[config.mk]
export PLATFORM = sky130hd
export DESIGN_NAME = apseq_top
export DESIGN_NICKNAME = d
export VERILOG_FILES = /design/src/apseq_charge.v /design/src/apseq_top.v
export VERILOG_INCLUDE_DIRS = /design/src /design/src/src
export SDC_FILE = /design/constraint.sdc
export NUM_CORES = 1
export LEC_CHECK = 0
export BUFFER_PORTS_ARGS = -buffer_cell sky130_fd_sc_hd__buf_2
export CAP_MARGIN = 20
export CELL_PAD_IN_SITES_DETAIL_PLACEMENT = 1
export CELL_PAD_IN_SITES_GLOBAL_PLACEMENT = 1
export CORE_MARGIN = 4
export CORE_UTILIZATION = 30
export DETAILED_ROUTE_END_ITERATION = 8
export GPL_ROUTABILITY_DRIVEN = 1
export PLACE_DENSITY = 0.71
export SYNTH_ARGS = -nofsm -noshare
export SYNTH_HDL_FRONTEND = slang
export SYNTH_SLANG_ARGS = --single-unit
export TNS_END_PERCENT = 10
[constraint.sdc]
create_clock -name clk -period 4.02 [get_ports clk]
set_input_delay 0.804 -clock clk [delete_from_list [all_inputs] [get_ports clk]]
set_output_delay 0.804 -clock clk [all_outputs]
set_load 0.01 [all_outputs]
[src/apseq_map.vh]
/*
 * Register map, field positions, reset values and gain table constants of the
 * amplifier and power sequencing block.
 * Assumes it is included by bare name from design files under src/.
 */
`ifndef APSEQ_MAP_VH
`define APSEQ_MAP_VH

// Byte addresses on the APB (register index times four).
`define APSEQ_IDX_AMP_CTRL      8'h11
`define APSEQ_ADDR_AMP_CTRL     12'h044
`define APSEQ_IDX_PRECH         8'h0C
`define APSEQ_ADDR_PRECH        12'h030
`define APSEQ_IDX_POWER         8'h00
`define APSEQ_ADDR_POWER        12'h000
`define APSEQ_IDX_RESET         8'h10
`define APSEQ_ADDR_RESET        12'h040
`define APSEQ_ADDR_STATUS       12'h048
`define APSEQ_ADDR_CHARGE       12'h04C

// Amplifier control fields.
`define APSEQ_AMP_ON_BIT        6
`define APSEQ_AMP_PRECH_BIT     5
`define APSEQ_AMP_LP_BIT        4
`define APSEQ_AMP_GAIN_MSB      3
`define APSEQ_AMP_CTRL_RST      7'h00
`define APSEQ_AMP_CTRL_MASK     8'h7F

// Fastcharge register fields.
`define APSEQ_PRECH_ON_MSTR     0
`define APSEQ_PRECH_MSTR        1
`define APSEQ_PRECH_LNIL        2
`define APSEQ_PRECH_LNIR        3
`define APSEQ_PRECH_LNOL        4
`define APSEQ_PRECH_LNOR        5
`define APSEQ_PRECH_AUXIN       6
`define APSEQ_PRECH_PADRV       7
`define APSEQ_PRECH_RST         8'h00

// Power register fields.
`define APSEQ_PWR_LNIL          0
`define APSEQ_PWR_LNIR          1
`define APSEQ_PWR_DACL          2
`define APSEQ_PWR_DACR          3
`define APSEQ_PWR_LNOL          4
`define APSEQ_PWR_LNOR          5
`define APSEQ_PWR_AUXIN         6
`define APSEQ_PWR_PADRV         7
`define APSEQ_PWR_RST           8'h00

// Codec reset register fields.
`define APSEQ_RST_CODEC_N       0
`define APSEQ_RST_FILTER_N      1
`define APSEQ_RST_MASK          2
`define APSEQ_RST_RST           3'h0

// Gain table: code 0 and code 15 both give the minimum gain.
`define APSEQ_GAIN_MIN_DB       8'hEA
`define APSEQ_GAIN_TOP_DB       8'h14
`define APSEQ_GAIN_STEP_DB      8'h03

`endif

[src/apseq_charge.v]
/*
 * One fastcharge channel: tracks a block from off through charging to ready.
 * Assumes power and fastcharge enables are register bits on the same clock.
 */
`timescale 1ns/1ps
`default_nettype none

module apseq_charge
(
    input  wire clk,
    input  wire rst,
    input  wire power_on,
    input  wire fastcharge,
    output wire charging,
    output wire ready
);

    reg charging_ff;
    reg ready_ff;
    reg nxt_charging;
    reg nxt_ready;

    // Charging starts once power rises while fastcharge is set, and ends
    // when software drops fastcharge; losing power undoes everything.
    always @*
    begin
        nxt_charging = charging_ff;
        nxt_ready    = ready_ff;
        if (!power_on)
        begin
            nxt_charging = 1'b0;
            nxt_ready    = 1'b0;
        end
        else if (charging_ff && !fastcharge)
        begin
            nxt_charging = 1'b0;
            nxt_ready    = 1'b1;
        end
        else if (!charging_ff && !ready_ff && fastcharge)
        begin
            nxt_charging = 1'b1;
        end
    end

    // State flops.
    always @(posedge clk or posedge rst)
    begin
        if (rst)
        begin
            charging_ff <= 1'b0;
            ready_ff    <= 1'b0;
        end
        else
        begin
            charging_ff <= nxt_charging;
            ready_ff    <= nxt_ready;
        end
    end

    assign charging = charging_ff;
    assign ready    = ready_ff;

endmodule

`default_nettype wire

[src/apseq_top.v]
/*
 * Audio amplifier control and analog power sequencing registers on APB.
 * Holds the amplifier control word, fastcharge and power bits, codec
 * resets, and per block charge state.
 * Assumes one clock and an APB master on that clock; every access is
 * answered in its first access cycle, with no wait state.
 */
// How it works
// Bit 6 is amp_on, and with bit 5 it selects standby, input precharge or active mode.
// Software never sets amp_on and amp_input_precharge together; the block flags that case.
// Bit 4 is amp_power_level, 0 for low power and 1 for high power.
// Bits 3 to 0 hold amp_gain_code, the amplifier's programmable gain.
// Gain codes 0 and 15 give -22 dB, code 1 gives +20 dB, and each next code 3 dB less.
// Amplifier control resets to zero, so standby, low power and gain code zero.
// Software powers the converter-to-headset path by a timed sequence of writes.
// Software powers that path down by a timed sequence of writes.
// Software starts serial audio by reset mask, reset pulse, wait, then converters on.
// Software clears both converter power bits before it stops the serial stream.
// Software runs input precharge before it enables the amplifier.
// Software sets the minimum gain before it switches the amplifier off.
// A block charges from its power bit rising with fastcharge set until fastcharge clears.
// Clearing a power bit demands a fresh fastcharge then power sequence.
// Reference, line, aux and driver blocks pair power with fastcharge; converters power only.
// Any number of blocks may charge at once, in no set order.
`timescale 1ns/1ps
`default_nettype none

`include "apseq_map.vh"

module apseq_top
(
    input  wire        clk,
    input  wire        rst,
    input  wire        psel,
    input  wire        penable,
    input  wire        pwrite,
    input  wire [11:0] paddr,
    input  wire [31:0] pwdata,
    output wire        pready,
    output reg  [31:0] prdata,
    output wire        pslverr,
    output reg         amp_active,
    output reg         amp_precharging,
    output reg         amp_high_power,
    output reg  [3:0]  amp_gain_code,
    output reg  [7:0]  amp_gain_db,
    output reg         amp_forbidden,
    output reg  [7:0]  block_power_en,
    output reg  [5:0]  block_charging,
    output reg         codec_reset_n,
    output reg         filter_reset_n,
    output reg         codec_reset_mask
);

    localparam NBLK = 7;

    reg  [6:0]  amplifier_control_ff;
    reg  [7:0]  prech_ff;
    reg  [7:0]  power_ff;
    reg  [2:0]  reset_ff;
    reg  [7:0]  nxt_gain_db;
    reg  [31:0] nxt_prdata;
    wire [6:0]  chg_power;
    wire [6:0]  chg_fast;
    wire [6:0]  chg_busy;
    wire [6:0]  chg_ready;
    wire        wr_en;
    wire        hit;

    // Zero wait state slave: every access completes in its first access cycle.
    assign pready  = 1'b1;
    assign hit     = (paddr == `APSEQ_ADDR_AMP_CTRL) || (paddr == `APSEQ_ADDR_PRECH)
                   || (paddr == `APSEQ_ADDR_POWER) || (paddr == `APSEQ_ADDR_RESET)
                   || (paddr == `APSEQ_ADDR_STATUS) || (paddr == `APSEQ_ADDR_CHARGE);
    assign pslverr = psel & penable & ~hit;   // Unmapped addresses answer with an error.
    assign wr_en   = psel & penable & pwrite;

    // Register writes; status addresses are read only and ignore writes.
    always @(posedge clk or posedge rst)
    begin
        if (rst)
        begin
            amplifier_control_ff <= `APSEQ_AMP_CTRL_RST;
            prech_ff             <= `APSEQ_PRECH_RST;
            power_ff             <= `APSEQ_PWR_RST;
            reset_ff             <= `APSEQ_RST_RST;
        end
        else if (wr_en)
        begin
            case (paddr)
                `APSEQ_ADDR_AMP_CTRL: amplifier_control_ff <= pwdata[6:0];
                `APSEQ_ADDR_PRECH:    prech_ff <= pwdata[7:0];
                `APSEQ_ADDR_POWER:    power_ff <= pwdata[7:0];
                `APSEQ_ADDR_RESET:    reset_ff <= pwdata[2:0];
                default:              reset_ff <= reset_ff;
            endcase
        end
    end

    // Power and fastcharge pairs of the seven charged blocks; the master
    // on bit lives in the fastcharge register beside the master fastcharge.
    assign chg_power = {power_ff[`APSEQ_PWR_PADRV], power_ff[`APSEQ_PWR_AUXIN],
                        power_ff[`APSEQ_PWR_LNOR], power_ff[`APSEQ_PWR_LNOL],
                        power_ff[`APSEQ_PWR_LNIR], power_ff[`APSEQ_PWR_LNIL],
                        prech_ff[`APSEQ_PRECH_ON_MSTR]};
    assign chg_fast  = {prech_ff[`APSEQ_PRECH_PADRV], prech_ff[`APSEQ_PRECH_AUXIN],
                        prech_ff[`APSEQ_PRECH_LNOR], prech_ff[`APSEQ_PRECH_LNOL],
                        prech_ff[`APSEQ_PRECH_LNIR], prech_ff[`APSEQ_PRECH_LNIL],
                        prech_ff[`APSEQ_PRECH_MSTR]};

    // One independent tracker per block, so any set may charge at once.
    genvar gi;
    generate
        for (gi = 0; gi < NBLK; gi = gi + 1)
        begin : g_chg
            apseq_charge u_chg
            (
                .clk        (clk),
                .rst        (rst),
                .power_on   (chg_power[gi]),
                .fastcharge (chg_fast[gi]),
                .charging   (chg_busy[gi]),
                .ready      (chg_ready[gi])
            );
        end
    endgenerate

    // Gain code to dB in two's complement; code 0 equals the minimum.
    always @*
    begin
        if (amplifier_control_ff[3:0] == 4'h0)
            nxt_gain_db = `APSEQ_GAIN_MIN_DB;
        else
            nxt_gain_db = `APSEQ_GAIN_TOP_DB
                        - (`APSEQ_GAIN_STEP_DB * {4'h0, amplifier_control_ff[3:0] - 4'h1});
    end

    // Amplifier outputs, registered so the analog side never sees a glitch
    // while the control word is being rewritten.
    always @(posedge clk or posedge rst)
    begin
        if (rst)
        begin
            amp_active      <= 1'b0;
            amp_precharging <= 1'b0;
            amp_high_power  <= 1'b0;
            amp_gain_code   <= 4'h0;
            amp_gain_db     <= `APSEQ_GAIN_MIN_DB;
            amp_forbidden   <= 1'b0;
        end
        else
        begin
            // The forbidden pair drives neither mode, protecting the amplifier.
            amp_active      <= amplifier_control_ff[`APSEQ_AMP_ON_BIT]
                             & ~amplifier_control_ff[`APSEQ_AMP_PRECH_BIT];
            amp_precharging <= amplifier_control_ff[`APSEQ_AMP_PRECH_BIT]
                             & ~amplifier_control_ff[`APSEQ_AMP_ON_BIT];
            amp_forbidden   <= amplifier_control_ff[`APSEQ_AMP_ON_BIT]
                             & amplifier_control_ff[`APSEQ_AMP_PRECH_BIT];
            amp_high_power  <= amplifier_control_ff[`APSEQ_AMP_LP_BIT];
            amp_gain_code   <= amplifier_control_ff[`APSEQ_AMP_GAIN_MSB:0];
            amp_gain_db     <= nxt_gain_db;
        end
    end

    // Block power and charge outputs. The converters have no charge state,
    // so they appear among the power enables only.
    always @(posedge clk or posedge rst)
    begin
        if (rst)
        begin
            block_power_en <= 8'h00;
            block_charging <= 6'h00;
        end
        else
        begin
            block_power_en <= {chg_power[6:1], power_ff[`APSEQ_PWR_DACR],
                               power_ff[`APSEQ_PWR_DACL]};
            block_charging <= chg_busy[6:1];
        end
    end

    // Codec reset pins; both resets stay asserted until software lifts them.
    always @(posedge clk or posedge rst)
    begin
        if (rst)
        begin
            codec_reset_n    <= 1'b0;
            filter_reset_n   <= 1'b0;
            codec_reset_mask <= 1'b0;
        end
        else
        begin
            codec_reset_n    <= reset_ff[`APSEQ_RST_CODEC_N];
            filter_reset_n   <= reset_ff[`APSEQ_RST_FILTER_N];
            codec_reset_mask <= reset_ff[`APSEQ_RST_MASK];
        end
    end

    // Read word selection; master charge state appears in the charge status word.
    always @*
    begin
        case (paddr)
            `APSEQ_ADDR_AMP_CTRL: nxt_prdata = {25'h0, amplifier_control_ff};
            `APSEQ_ADDR_PRECH:    nxt_prdata = {24'h0, prech_ff};
            `APSEQ_ADDR_POWER:    nxt_prdata = {24'h0, power_ff};
            `APSEQ_ADDR_RESET:    nxt_prdata = {29'h0, reset_ff};
            `APSEQ_ADDR_STATUS:   nxt_prdata = {23'h0, amp_forbidden, amp_gain_db};
            `APSEQ_ADDR_CHARGE:   nxt_prdata = {17'h0, chg_ready, 1'b0, chg_busy};
            default:              nxt_prdata = 32'h0;
        endcase
    end

    // Read data is loaded in the setup phase, so it comes from a flop yet still
    // stands at the access edge with no wait state. A charge or status word is
    // therefore one cycle older than the access edge itself.
    always @(posedge clk or posedge rst)
    begin
        if (rst)
            prdata <= 32'h0;
        else if (psel && !penable)
            prdata <= nxt_prdata;
    end

endmodule

`default_nettype wire

==> impl_metrics.py, run 1 <==
metrics = {
    "die": {
        "start_util_pct": 30.86,
        "dieArea_um2": 14310,
        "top_level_i_o_count": 116,
        "coreArea_um2": 12110,
        "rows": 40,
        "dieHeight_um": 119.6,
        "die_span_x_um": 119.6,
    },
    "drt": {
        "route.detailed.drc": 0,
        "detailedRoute.firstPassIterationCount": 4,
        "first_iter_violations": 89,
        "vias": 2628,
        "ant_nets": 0,
        "wl_per_cell_um": 17.75,
        "drt-total-wl_mm": 9.886,
        "vias_per_cell": 4.718,
    },
    "critical_path": {
        "reg2reg_slack_ns": 1.39,
        "worstPathCellList": "buf_2 > or2_2 > o311ai_0 > a21oi_1 > buf_2",
        "worstSetupStartpointType": "primary input",
        "timing.critical_path.to_type": "output port",
        "crit_arrival_ns": 2.20,
        "critical_path.max_stage_delay_ns": 0.54,
        "r2r_cells": 10,
        "timing.critical_path.fanout_max": 10,
        "timing_worst_setup_path_type": "primary input to output port",
        "worst_r2r_startpoint": "amplifier_control_ff[0]",
        "critical-path-top-delay-family": "compound AO/OA/AOI/OAI gates",
        "critical_path.reg2reg.endpoint": "amp_gain_db[4]",
        "crit_buf_inv": 2,
        "wp_data_required_ns": 3.22,
        "timing.critical_path.slowest_stage_cell": "sky130_fd_sc_hd__o311ai_0",
        "cp_common_cell": "sky130_fd_sc_hd__buf_2",
    },
    "finish": {
        "layout-drive-gt1-share_pct": 33.51,
        "seq_area_um2": 2182,
        "finalCoreUtilization_pct": 37.88,
        "num-fill-cells": 1345,
        "multi_input_area_um2": 1373,
        "design.final.nets": 439,
        "flow.area_growth_from_synthesis_pct": 22.77,
    },
    "yosys": {
        "synth_largest_area_cell": "sky130_fd_sc_hd__dfrtp_1",
        "netlist.area_leader.share_pct": 55.57,
        "post_synth_edffs": 0,
        "postSynthAreaPerCell_um2": 12.13,
        "synthesis.instances": 308,
        "synth_top_cells_by_area": "sky130_fd_sc_hd__dfrtp_1 56%, sky130_fd_sc_hd__mux2_2 8.4%, sky130_fd_sc_hd__a22o_1 4.2%",
        "synth.ff_latch_count": 87,
        "synth-main-ff-cell": "sky130_fd_sc_hd__dfrtp_1",
        "synth.area.mux_share_pct": 9.608,
        "synth-simple-area-share_pct": 9.876,
        "share_of_flip_flops_with_an_asynchronous_set_or_reset_after_synthesis_pct": 100.0,
        "ys.warnings.count": 0,
        "synthesized_area_um2": 3737,
        "seq_area_frac_synth_pct": 58.39,
        "synth_top_family_by_area": "compound AO/OA/AOI/OAI gates",
        "synth_compound_gate_area_share_pct": 12.15,
        "synth_cell_type_count": 41,
        "synth-adder-area-share_pct": 2.343,
        "xor_xnor_fraction_of_synth_area_pct": 0.9374,
    },
    "timing": {
        "timing.fmax_ghz": 0.3333,
        "report.final.setup_viol": 0,
        "layout_min_cycle_time_ns": 3.000,
        "hold_slack_ns": 0.4039,
        "grt_setup_unrepaired": "false",
        "finalClockSkew_ns": 0.007036,
        "report.final.slew_viol_count": 0,
        "worst-slew-pin-transition_ns": 0.7927,
        "total_negative_setup_slacks_ns": 0,
        "final_worst_setup_slack_ns": 1.020,
        "relSlewSlack_pct": 47.16,
        "post-route-period-util_pct": 74.62,
        "final-hold-violation-count": 0,
    },
    "outcome": {
        "status": "completed",
    },
    "pwr": {
        "power.density_nw_per_um2": 415.5,
        "total_leakage_power_uw": 0.002369,
        "p_total_uw": 1906,
        "peakVddDrop_uv": 197.6,
    },
    "cts": {
        "cts_max_level": 3,
        "postCtsSetupBuffers": 0,
        "worst_setup_hold_path_clk_slew_ns": 0.06,
        "cts_tree": "built",
        "post_cts_resize_count": 0,
        "holdBufCountCts": 0,
        "clock_sink_count": 87,
        "clkLatencyLatePin_ns": 0.34,
        "clock-root-buffer": "sky130_fd_sc_hd__clkbuf_16",
        "clock_path_buffers": 2,
        "cts_buffers": 9,
    },
    "place": {
        "post-dp-hpwl_mm": 7.384,
        "pre_cts_ws_ns": 1.033,
        "portBuffers": 73,
        "gp_congestion": 0.8046,
    },
    "global_route": {
        "grt_start_max_net_pins": 48,
        "grt.total_usage_pct": 14.54,
        "first_global_vias": 2844,
        "final_global_route_overflow_total": 0,
        "grt_first_pass_wirelength_mm": 16.02,
        "grt_antenna_before_repair": 0,
    },
    "min_path": {
        "min_to": "codec_reset_n",
        "hp-class": "flop to flop",
        "worst_hold_path.num_cells": 0,
        "worst_hold_startpoint": "reset_ff[0]",
    },
    "job": {
        "cap_viol_max_count": 0,
    },
}
==> per-layer routing <==
layer	part of all wire [%]	vias to the layer above	global-route usage, %
li1	-	1208	-
met1	42	1335	17.33
met2	49	65	24.33
met3	6.0	20	4.241
met4	2.7	0	6.514
met5	0	-	0
==> final cells by class <==
| type | instances | area share [%] |
|---|---|---|
| Clock buffer | 11 | 5.290 |
| Antenna cell | 1 | 0.05454 |
| Multi-Input combinational cell | 192 | 29.92 |
| Clock inverter | 5 | 2.291 |
| Tap cell | 168 | 4.581 |
| Inverter | 17 | 1.418 |
| Sequential cell | 87 | 47.56 |
| Timing Repair Buffer | 76 | 8.890 |
==> through the flow <==
step,instance area (um2),std cells
2_1_floorplan,3797,324
3_3_place_gp,4210,539
3_5_place_dp,4238,540
4_1_cts,4586,556
5_1_grt,4586,556
6_report,4588,557
==> sequential cells by signal, indices dropped and copies added (netlist names), 3 cells and up <==
| signal | flops |
|---|---|
| g_chg.u_chg.charging | 7 |
| reset_ff | 3 |
| block_charging | 6 |
| prdata | 15 |
| g_chg.u_chg.ready | 7 |
| block_power_en | 8 |
| power_ff | 8 |
| prech_ff | 8 |
| amplifier_control_ff | 7 |
| amp_gain_code | 4 |
| amp_gain_db | 7 |
==> cells in the final DEF (no fill, tap or decap), types with 3 or more instances in the layout <==
cell and count:
sky130_fd_sc_hd__mux2_1 3, sky130_fd_sc_hd__nand3_1 10, sky130_fd_sc_hd__mux2_2 28, sky130_fd_sc_hd__a22o_1 18
sky130_fd_sc_hd__clkbuf_16 9, sky130_fd_sc_hd__nand2_1 16, sky130_fd_sc_hd__o21ai_0 7, sky130_fd_sc_hd__dfrtp_1 83
sky130_fd_sc_hd__and2_1 3, sky130_fd_sc_hd__buf_2 73, sky130_fd_sc_hd__a21oi_1 9, sky130_fd_sc_hd__ha_1 7
sky130_fd_sc_hd__nor2_1 15, sky130_fd_sc_hd__nor3_1 3, sky130_fd_sc_hd__o211ai_1 4, sky130_fd_sc_hd__a22oi_1 10
sky130_fd_sc_hd__conb_1 18, sky130_fd_sc_hd__inv_1 16, sky130_fd_sc_hd__bufinv_16 3, sky130_fd_sc_hd__dfstp_2 4
sky130_fd_sc_hd__nor2b_1 6, sky130_fd_sc_hd__or4_1 3, sky130_fd_sc_hd__o21a_1 8
==> cells in the mapped netlist (all sizes together), types with 2 or more instances <==
cell     count
dfrtp       83
mux2        31
xnor2        2
o21ai        7
nand2       16
nor3         5
dfstp        4
or3          2
nand3       10
ha           7
and2         3
a22oi       10
a2bb2oi      2
o21a         8
inv         17
nor4         2
a21oi        9
a22o        18
buf         21
clkbuf       7
conb         2
nor2        15
or2          2
xor2         2
o211ai       4
or4          3
nor2b        6
==> worst reg2reg max path: stages (launching register included) <==
cell	delay, ns
sky130_fd_sc_hd__dfrtp_1	0.52
sky130_fd_sc_hd__inv_1	0.11
sky130_fd_sc_hd__ha_1	0.24
sky130_fd_sc_hd__xor2_1	0.41
sky130_fd_sc_hd__ha_1	0.31
sky130_fd_sc_hd__inv_1	0.05
sky130_fd_sc_hd__ha_1	0.22
sky130_fd_sc_hd__a21o_1	0.17
sky130_fd_sc_hd__a21oi_1	0.24
sky130_fd_sc_hd__xor2_1	0.17
sky130_fd_sc_hd__nor2_1	0.06
==> cell families (layout without fill, tap and decap cells) <==
family,Yosys count,count (layout)
XOR/XNOR,4,4
buffers and inverters,45,109
AND/OR/NAND/NOR,69,69
multiplexers,32,32
AO/OA/AOI/OAI,62,62
adder cells (fa/ha/maj),7,7
flip-flops,87,87
other,2,19
==> power breakdown <==
group,internal [uW],switching (uW)
Combinational,21.7,56.2
Sequential,877,0.645
Clock,624,327
==> worst max-delay path by stage <==
stage                             to  slack [ns]  startpoint  cells past startpoint
final                        pslverr        1.02    paddr[2]                      5
after global routing         pslverr        0.90    paddr[2]                      5
after CTS                    pslverr        1.03    paddr[2]                      5
after detailed placement     pslverr        1.03    paddr[2]                      5
after global placement       pslverr        1.14    paddr[3]                      5
after floorplan           amp_active        0.97         rst                      1
No activity file was read; power rests on OpenSTA's default activity.
==> run 2, diff against run 1 <==
--- a/config.mk
+++ b/config.mk
@@ -6,6 +6,7 @@
 export SDC_FILE = /design/constraint.sdc
 export NUM_CORES = 1
 export LEC_CHECK = 0
+export ABC_AREA = 1
 export BUFFER_PORTS_ARGS = -buffer_cell sky130_fd_sc_hd__buf_2
 export CAP_MARGIN = 20
 export CELL_PAD_IN_SITES_DETAIL_PLACEMENT = 1
@@ -14,7 +15,7 @@
 export CORE_UTILIZATION = 30
 export DETAILED_ROUTE_END_ITERATION = 8
 export GPL_ROUTABILITY_DRIVEN = 1
-export PLACE_DENSITY = 0.71
+export PLACE_DENSITY = 0.75
 export SYNTH_ARGS = -nofsm -noshare
 export SYNTH_HDL_FRONTEND = slang
 export SYNTH_SLANG_ARGS = --single-unit
==> constraint.sdc (replaced) <==
create_clock -name clk -period 2.5 [get_ports clk]
set_input_delay 0.5 -clock clk [delete_from_list [all_inputs] [get_ports clk]]
set_output_delay 0.5 -clock clk [all_outputs]
set_load 0.01 [all_outputs]
==> impl_metrics.py, run 2 <==
metrics = {
    "critical_path": {
        "timing.critical_path.fanout_max": 5,
        "worstSetupStartpointType": "flop",
        "worstPathCellList": "inv_1 > ha_1 > inv_1 > nand2_1 > nand2_1 > ha_1 > inv_1 > ha_1 > nand2_1 > nand2_1 > a31oi_2 > o21ai_0 > a21oi_1",
        "crit_arrival_ns": 2.55,
        "critical_path.max_stage_delay_ns": 0.42,
        "crit_buf_inv": 3,
        "reg2reg_slack_ns": 0.21,
        "timing_worst_setup_path_type": "flop to flop",
        "timing.critical_path.slowest_stage_cell": "sky130_fd_sc_hd__dfrtp_1",
        "wp_data_required_ns": 2.76,
        "critical-path-top-delay-family": "adder cells",
        "timing.critical_path.to_type": "flop",
        "cp_common_cell": "sky130_fd_sc_hd__nand2_1",
    },
    "pwr": {
        "power.sequential.fraction_pct": 47.3,
        "switching_power_uw": 650.3,
        "total_leakage_power_uw": 0.002605,
        "switching_share_pct": 21.64,
        "internal-power_uw": 2355,
        "power.density_nw_per_um2": 616.4,
        "power.share.combinational_pct": 4.8,
        "peakVddDrop_uv": 322.1,
        "p_total_uw": 3005,
        "clock_share_of_power_pct": 48.0,
    },
    "timing": {
        "grt_setup_unrepaired": "false",
        "report.final.slew_viol_count": 0,
        "final-hold-violation-count": 0,
        "total_negative_setup_slacks_ns": 0,
        "relSlewSlack_pct": 37.76,
        "finalClockSkew_ns": 0.003840,
        "post-route-period-util_pct": 91.43,
        "report.final.setup_viol": 0,
        "layout_min_cycle_time_ns": 2.286,
        "timing.fmax_ghz": 0.4375,
        "worst-slew-pin-transition_ns": 0.9326,
    },
    "global_route": {
        "grt_busiest_layer": "met2",
        "grt_start_max_net_pins": 50,
        "grtUsageMet1_pct": 16.28,
        "grt_antenna_before_repair": 1,
        "first_global_vias": 3379,
        "grt.total_usage_pct": 14.27,
        "grt_first_pass_wirelength_mm": 17.75,
        "grt_util_met2_pct": 25.51,
        "final_global_route_overflow_total": 0,
        "met3_usage_pct": 3.866,
    },
    "cts": {
        "cts_buffers": 9,
        "clock_sink_count": 87,
        "clock_path_buffers": 2,
        "cts_tree": "built",
        "clock-root-buffer": "sky130_fd_sc_hd__clkbuf_16",
        "postCtsSetupBuffers": 0,
        "worst_setup_hold_path_clk_slew_ns": 0.06,
        "cts_max_level": 3,
        "clkLatencyLatePin_ns": 0.34,
    },
    "min_path": {
        "hp-class": "primary input to async pin",
    },
    "outcome": {
        "status": "completed",
    },
    "drt": {
        "first_iter_violations": 196,
        "route.detailed.drc": 0,
        "detailedRoute.firstPassIterationCount": 4,
        "ant_nets": 0,
        "vias_per_cell": 4.549,
        "drt-total-wl_mm": 10.79,
        "wl_per_cell_um": 15.68,
        "vias": 3130,
    },
    "place": {
        "post-dp-hpwl_mm": 7.960,
        "portBuffers": 73,
        "gp_congestion": 0.8195,
    },
    "die": {
        "dieArea_um2": 15430,
        "dieHeight_um": 124.2,
        "start_util_pct": 30.60,
        "top_level_i_o_count": 116,
        "die_span_x_um": 124.2,
        "coreArea_um2": 13240,
        "rows": 42,
    },
    "yosys": {
        "seq_area_frac_synth_pct": 53.84,
        "synth_cell_type_count": 31,
        "postSynthAreaPerCell_um2": 9.536,
        "synthesized_area_um2": 4053,
        "netlist.area_leader.share_pct": 51.25,
        "share_of_flip_flops_with_an_asynchronous_set_or_reset_after_synthesis_pct": 100.0,
        "synth_largest_area_cell": "sky130_fd_sc_hd__dfrtp_1",
        "synth-main-ff-cell": "sky130_fd_sc_hd__dfrtp_1",
        "ys.warnings.count": 0,
        "most_frequent_cells_after_synthesis": "83 x sky130_fd_sc_hd__dfrtp_1, 80 x sky130_fd_sc_hd__nand2_1, 52 x sky130_fd_sc_hd__inv_1, 51 x sky130_fd_sc_hd__nand3_1, 29 x sky130_fd_sc_hd__nor2_1",
        "synth.ff_latch_count": 87,
        "synthesis.instances": 425,
        "post_synth_edffs": 0,
        "synth_top_cells_by_area": "sky130_fd_sc_hd__dfrtp_1 51%, sky130_fd_sc_hd__nand2_1 7.4%, sky130_fd_sc_hd__nand3_1 6.3%",
        "synth_most_common_cell": "sky130_fd_sc_hd__dfrtp_1",
    },
    "finish": {
        "largest-register": "prdata",
        "mostFrequentLayoutCells": "83 x sky130_fd_sc_hd__dfrtp_1, 80 x sky130_fd_sc_hd__nand2_1, 73 x sky130_fd_sc_hd__buf_2",
        "largest_reg_flops": 15,
        "design.final.nets": 561,
        "layout.cells.most_common": "sky130_fd_sc_hd__dfrtp_1",
        "num-fill-cells": 1568,
        "flow.area_growth_from_synthesis_pct": 20.28,
        "layout-drive-gt1-share_pct": 29.22,
    },
    "job": {
        "cap_viol_max_count": 0,
    },
}
==> run 2: cell count changes after synthesis, moves of 18 or more <==
cell                      change
sky130_fd_sc_hd__mux2_2      -28
sky130_fd_sc_hd__nand2_1     +64
sky130_fd_sc_hd__a22o_1      -18
sky130_fd_sc_hd__inv_1       +35
sky130_fd_sc_hd__nand3_1     +41
==> run 2: through the flow <==
stage	hold slack (ns)	instance area, um2	utilization (%)	std cells	worst slack, ns
2_1_floorplan	0.3746	4116	-	441	0.4480
3_3_place_gp	0.3760	4539	34.28	670	0.3601
3_5_place_dp	0.3755	4539	34.28	670	0.1986
4_1_cts	0.01450	4863	36.73	686	0.1791
5_1_grt	0.01701	4872	36.79	687	0.03254
6_report	0.02033	4875	36.81	688	0.2141
==> run 2: logic make-up after synthesis <==
kind of cell    synth area share (%)
simple gates                   22.20
flops                          53.84
compound gates                 11.08
buf+inv                        10.31
xor+xnor                      0.2162
other cells                   0.1853
fa+ha+maj                      2.161
==> run 2: worst reg2reg max path: cells and delay by family (launching register included) <==
family	cells	cell delay, ns
adders and majority gates	3	0.83
DFF	1	0.42
AOI/OAI and AO/OA	3	0.42
and+or+nand+nor	4	0.33
buffers and inverters	3	0.24
==> run 2: worst paths after layout <==
kind                                         start  cells after the start               end
hold / removal                                 rst                      2        prdata[14]
setup / recovery           amplifier_control_ff[1]                     13    amp_gain_db[4]
setup reg to reg           amplifier_control_ff[1]                     13    amp_gain_db[4]
min in group clk                         pwdata[2]                      3       reset_ff[2]
max in group asynchronous                      rst                      3    amp_gain_db[4]
hold reg to reg                        reset_ff[2]                      0  codec_reset_mask
==> run 2: power groups by stage <==
stage / logic [uW] / clock network [uW] / registers, uW
floorplan: 105 / 0 / 1450
global placement: 141 / 0 / 1450
CTS: 147 / 1470 / 1420
global route: 163 / 1540 / 1420
finish: 143 / 1440 / 1420
detailed placement: 146 / 0 / 1450
==> run 2: final cells by class <==
class	instances	area (um2)	share of cell area (%)
diodes	2	5.005	0.1027
clock buffers	11	242.7	4.979
clock inverters	5	81.33	1.668
inverters	54	206.4	4.235
multi-input cells	273	1519	31.16
flip-flops and latches	87	2182	44.76
well taps	176	220.2	4.517
repair buffers	80	417.9	8.573
==> run 2: layer usage <==
metal	wire (um)	vias to the layer above
li1	-	1494
met1	4329	1552
met2	5738	64
met3	522	20
met4	198	0
met5	0	-
==> run 2: repair_timing <==
action,CTS,global route
hold buffers,0,0
setup endpoints to repair,0,1
gates resized for setup,0,1
==> run 3, diff against run 2 <==
--- a/config.mk
+++ b/config.mk
@@ -13,6 +13,7 @@
 export CELL_PAD_IN_SITES_GLOBAL_PLACEMENT = 1
 export CORE_MARGIN = 4
 export CORE_UTILIZATION = 30
+export CTS_BUF_LIST = sky130_fd_sc_hd__clkbuf_4 sky130_fd_sc_hd__clkbuf_8 sky130_fd_sc_hd__clkbuf_16
 export DETAILED_ROUTE_END_ITERATION = 8
 export GPL_ROUTABILITY_DRIVEN = 1
 export PLACE_DENSITY = 0.75
==> impl_metrics.py, run 3 (synthesis gave the netlist of run 2 again) <==
metrics = {
    "timing": {
        "total_negative_setup_slacks_ns": 0,
        "grt_setup_unrepaired": "false",
        "worst-slew-pin-transition_ns": 0.9448,
        "final-hold-violation-count": 0,
        "report.final.setup_viol": 0,
        "finalClockSkew_ns": 0.004404,
        "timing.fmax_ghz": 0.4379,
        "layout_min_cycle_time_ns": 2.283,
        "report.final.slew_viol_count": 0,
        "post-route-period-util_pct": 91.34,
        "relSlewSlack_pct": 36.94,
    },
    "cts": {
        "cts_max_level": 3,
        "clkLatencyLatePin_ns": 0.34,
        "worst_setup_hold_path_clk_slew_ns": 0.06,
        "clock_path_buffers": 2,
        "post_cts_resize_count": 0,
        "clock_sink_count": 87,
        "holdBufCountCts": 0,
        "postCtsSetupBuffers": 0,
        "clock-root-buffer": "sky130_fd_sc_hd__clkbuf_16",
        "cts_buffers": 9,
        "cts_tree": "built",
    },
    "finish": {
        "design.final.nets": 561,
        "largest-register": "prdata",
        "final_cell_area_um2": 4876,
        "largest_reg_flops": 15,
        "layout.cells.most_common": "sky130_fd_sc_hd__dfrtp_1",
        "layout-drive-gt1-share_pct": 29.41,
        "mostFrequentLayoutCells": "83 x sky130_fd_sc_hd__dfrtp_1, 80 x sky130_fd_sc_hd__nand2_1, 73 x sky130_fd_sc_hd__buf_2",
        "flow.area_growth_from_synthesis_pct": 20.31,
    },
    "place": {
        "portBuffers": 73,
        "post-dp-hpwl_mm": 7.960,
        "placedInstanceArea_um2": 4539,
        "gp_congestion": 0.8195,
    },
    "drt": {
        "route.detailed.drc": 0,
        "ant_nets": 0,
        "vias": 3122,
        "detailedRoute.firstPassIterationCount": 4,
        "wl_per_cell_um": 15.69,
        "drt-total-wl_mm": 10.78,
        "first_iter_violations": 191,
        "vias_per_cell": 4.544,
    },
    "pwr": {
        "internal-power_uw": 2366,
        "total_leakage_power_uw": 0.002609,
        "clock_share_of_power_pct": 48.2,
        "power.density_nw_per_um2": 618.6,
        "peakVddDrop_uv": 320.9,
        "switching_share_pct": 21.57,
        "power.share.combinational_pct": 4.8,
        "switching_power_uw": 650.7,
        "power.sequential.fraction_pct": 47.1,
    },
    "critical_path": {
        "timing_worst_setup_path_type": "flop to flop",
        "timing.critical_path.fanout_max": 5,
        "crit_arrival_ns": 2.55,
        "timing.critical_path.to_type": "flop",
        "worstSetupStartpointType": "flop",
        "wp_data_required_ns": 2.76,
    },
    "global_route": {
        "grt_start_max_net_pins": 50,
        "first_global_vias": 3378,
        "grt_antenna_before_repair": 1,
        "final_global_route_overflow_total": 0,
        "grt.total_usage_pct": 14.27,
        "grt_first_pass_wirelength_mm": 17.75,
    },
    "die": {
        "coreArea_um2": 13240,
        "top_level_i_o_count": 116,
        "die_span_x_um": 124.2,
        "rows": 42,
        "start_util_pct": 30.60,
        "dieHeight_um": 124.2,
        "dieArea_um2": 15430,
    },
    "min_path": {
        "hp-class": "primary input to async pin",
    },
    "outcome": {
        "status": "completed",
    },
    "job": {
        "cap_viol_max_count": 0,
    },
}
## run 3: cell count changes in the layout (fill, tap and decap cells not counted)
cell                       previous run  this run
sky130_fd_sc_hd__clkbuf_1             1         0
sky130_fd_sc_hd__clkbuf_4             0         1
sky130_fd_sc_hd__diode_2              2         1
## run 3: path summary, 6_finish.rpt
path,to,slack (ns),cells past startpoint,start
min,prdata[14],0.02,2,rst
max in group asynchronous,g_chg[2].u_chg.charging,1.73,3,rst
max reg2reg,amp_gain_db[4],0.22,13,amplifier_control_ff[1]
min reg2reg,codec_reset_mask,0.42,0,reset_ff[2]
min in group clk,reset_ff[2],0.39,3,pwdata[2]
max,amp_gain_db[4],0.22,13,amplifier_control_ff[1]
## run 3: worst max-delay path, stage by stage, from the launching register on
cell                      delay (ns)
sky130_fd_sc_hd__dfrtp_1        0.42
sky130_fd_sc_hd__inv_1          0.11
sky130_fd_sc_hd__ha_1           0.18
sky130_fd_sc_hd__inv_1          0.07
sky130_fd_sc_hd__nand2_1        0.06
sky130_fd_sc_hd__nand2_1        0.12
sky130_fd_sc_hd__ha_1           0.31
sky130_fd_sc_hd__inv_1          0.05
sky130_fd_sc_hd__ha_1           0.34
sky130_fd_sc_hd__nand2_1        0.09
sky130_fd_sc_hd__nand2_1        0.06
sky130_fd_sc_hd__a31oi_2        0.20
sky130_fd_sc_hd__o21ai_0        0.11
sky130_fd_sc_hd__a21oi_1        0.11
## run 3: layout make-up
cell class | count | area [um2]
diodes | 1 | 2.502
repair buffers | 80 | 417.9
well taps | 176 | 220.2
multi-input cells | 273 | 1519
flip-flops and latches | 87 | 2182
fillers | 1568 | 8367
clock inverters | 5 | 81.33
clock buffers | 11 | 246.5
inverters | 54 | 206.4
## run 3: per-layer routing
metal  track usage (%)  wire (um)  share of wire, %
met1             16.28       4324                40
met2             25.51       5743                53
met3             3.866        514               4.8
met4             5.158        195               1.8
met5                 0          0                 0
## run 3: power by group through the flow
stage	Clock, uW	Sequential (uW)	Combinational (uW)
finish	1450	1420	144
global route	1550	1420	163
CTS	1480	1420	147
detailed placement	0	1450	146
global placement	0	1450	141
floorplan	0	1450	105
## run 3: metrics by stage
step / worst slack (ns) / cells / util, % / power [uW] / hold slack [ns]
final: 0.2166 / 687 / 36.82 / 3016 / 0.02078
after global routing: 0.03225 / 687 / 36.82 / 3131 / 0.01701
after CTS: 0.1791 / 686 / 36.75 / 3050 / 0.01450
after detailed placement: 0.1986 / 670 / 34.28 / 1592 / 0.3755
after global placement: 0.3601 / 670 / 34.28 / 1586 / 0.3760
after floorplan: 0.4480 / 441 / - / 1553 / 0.3746
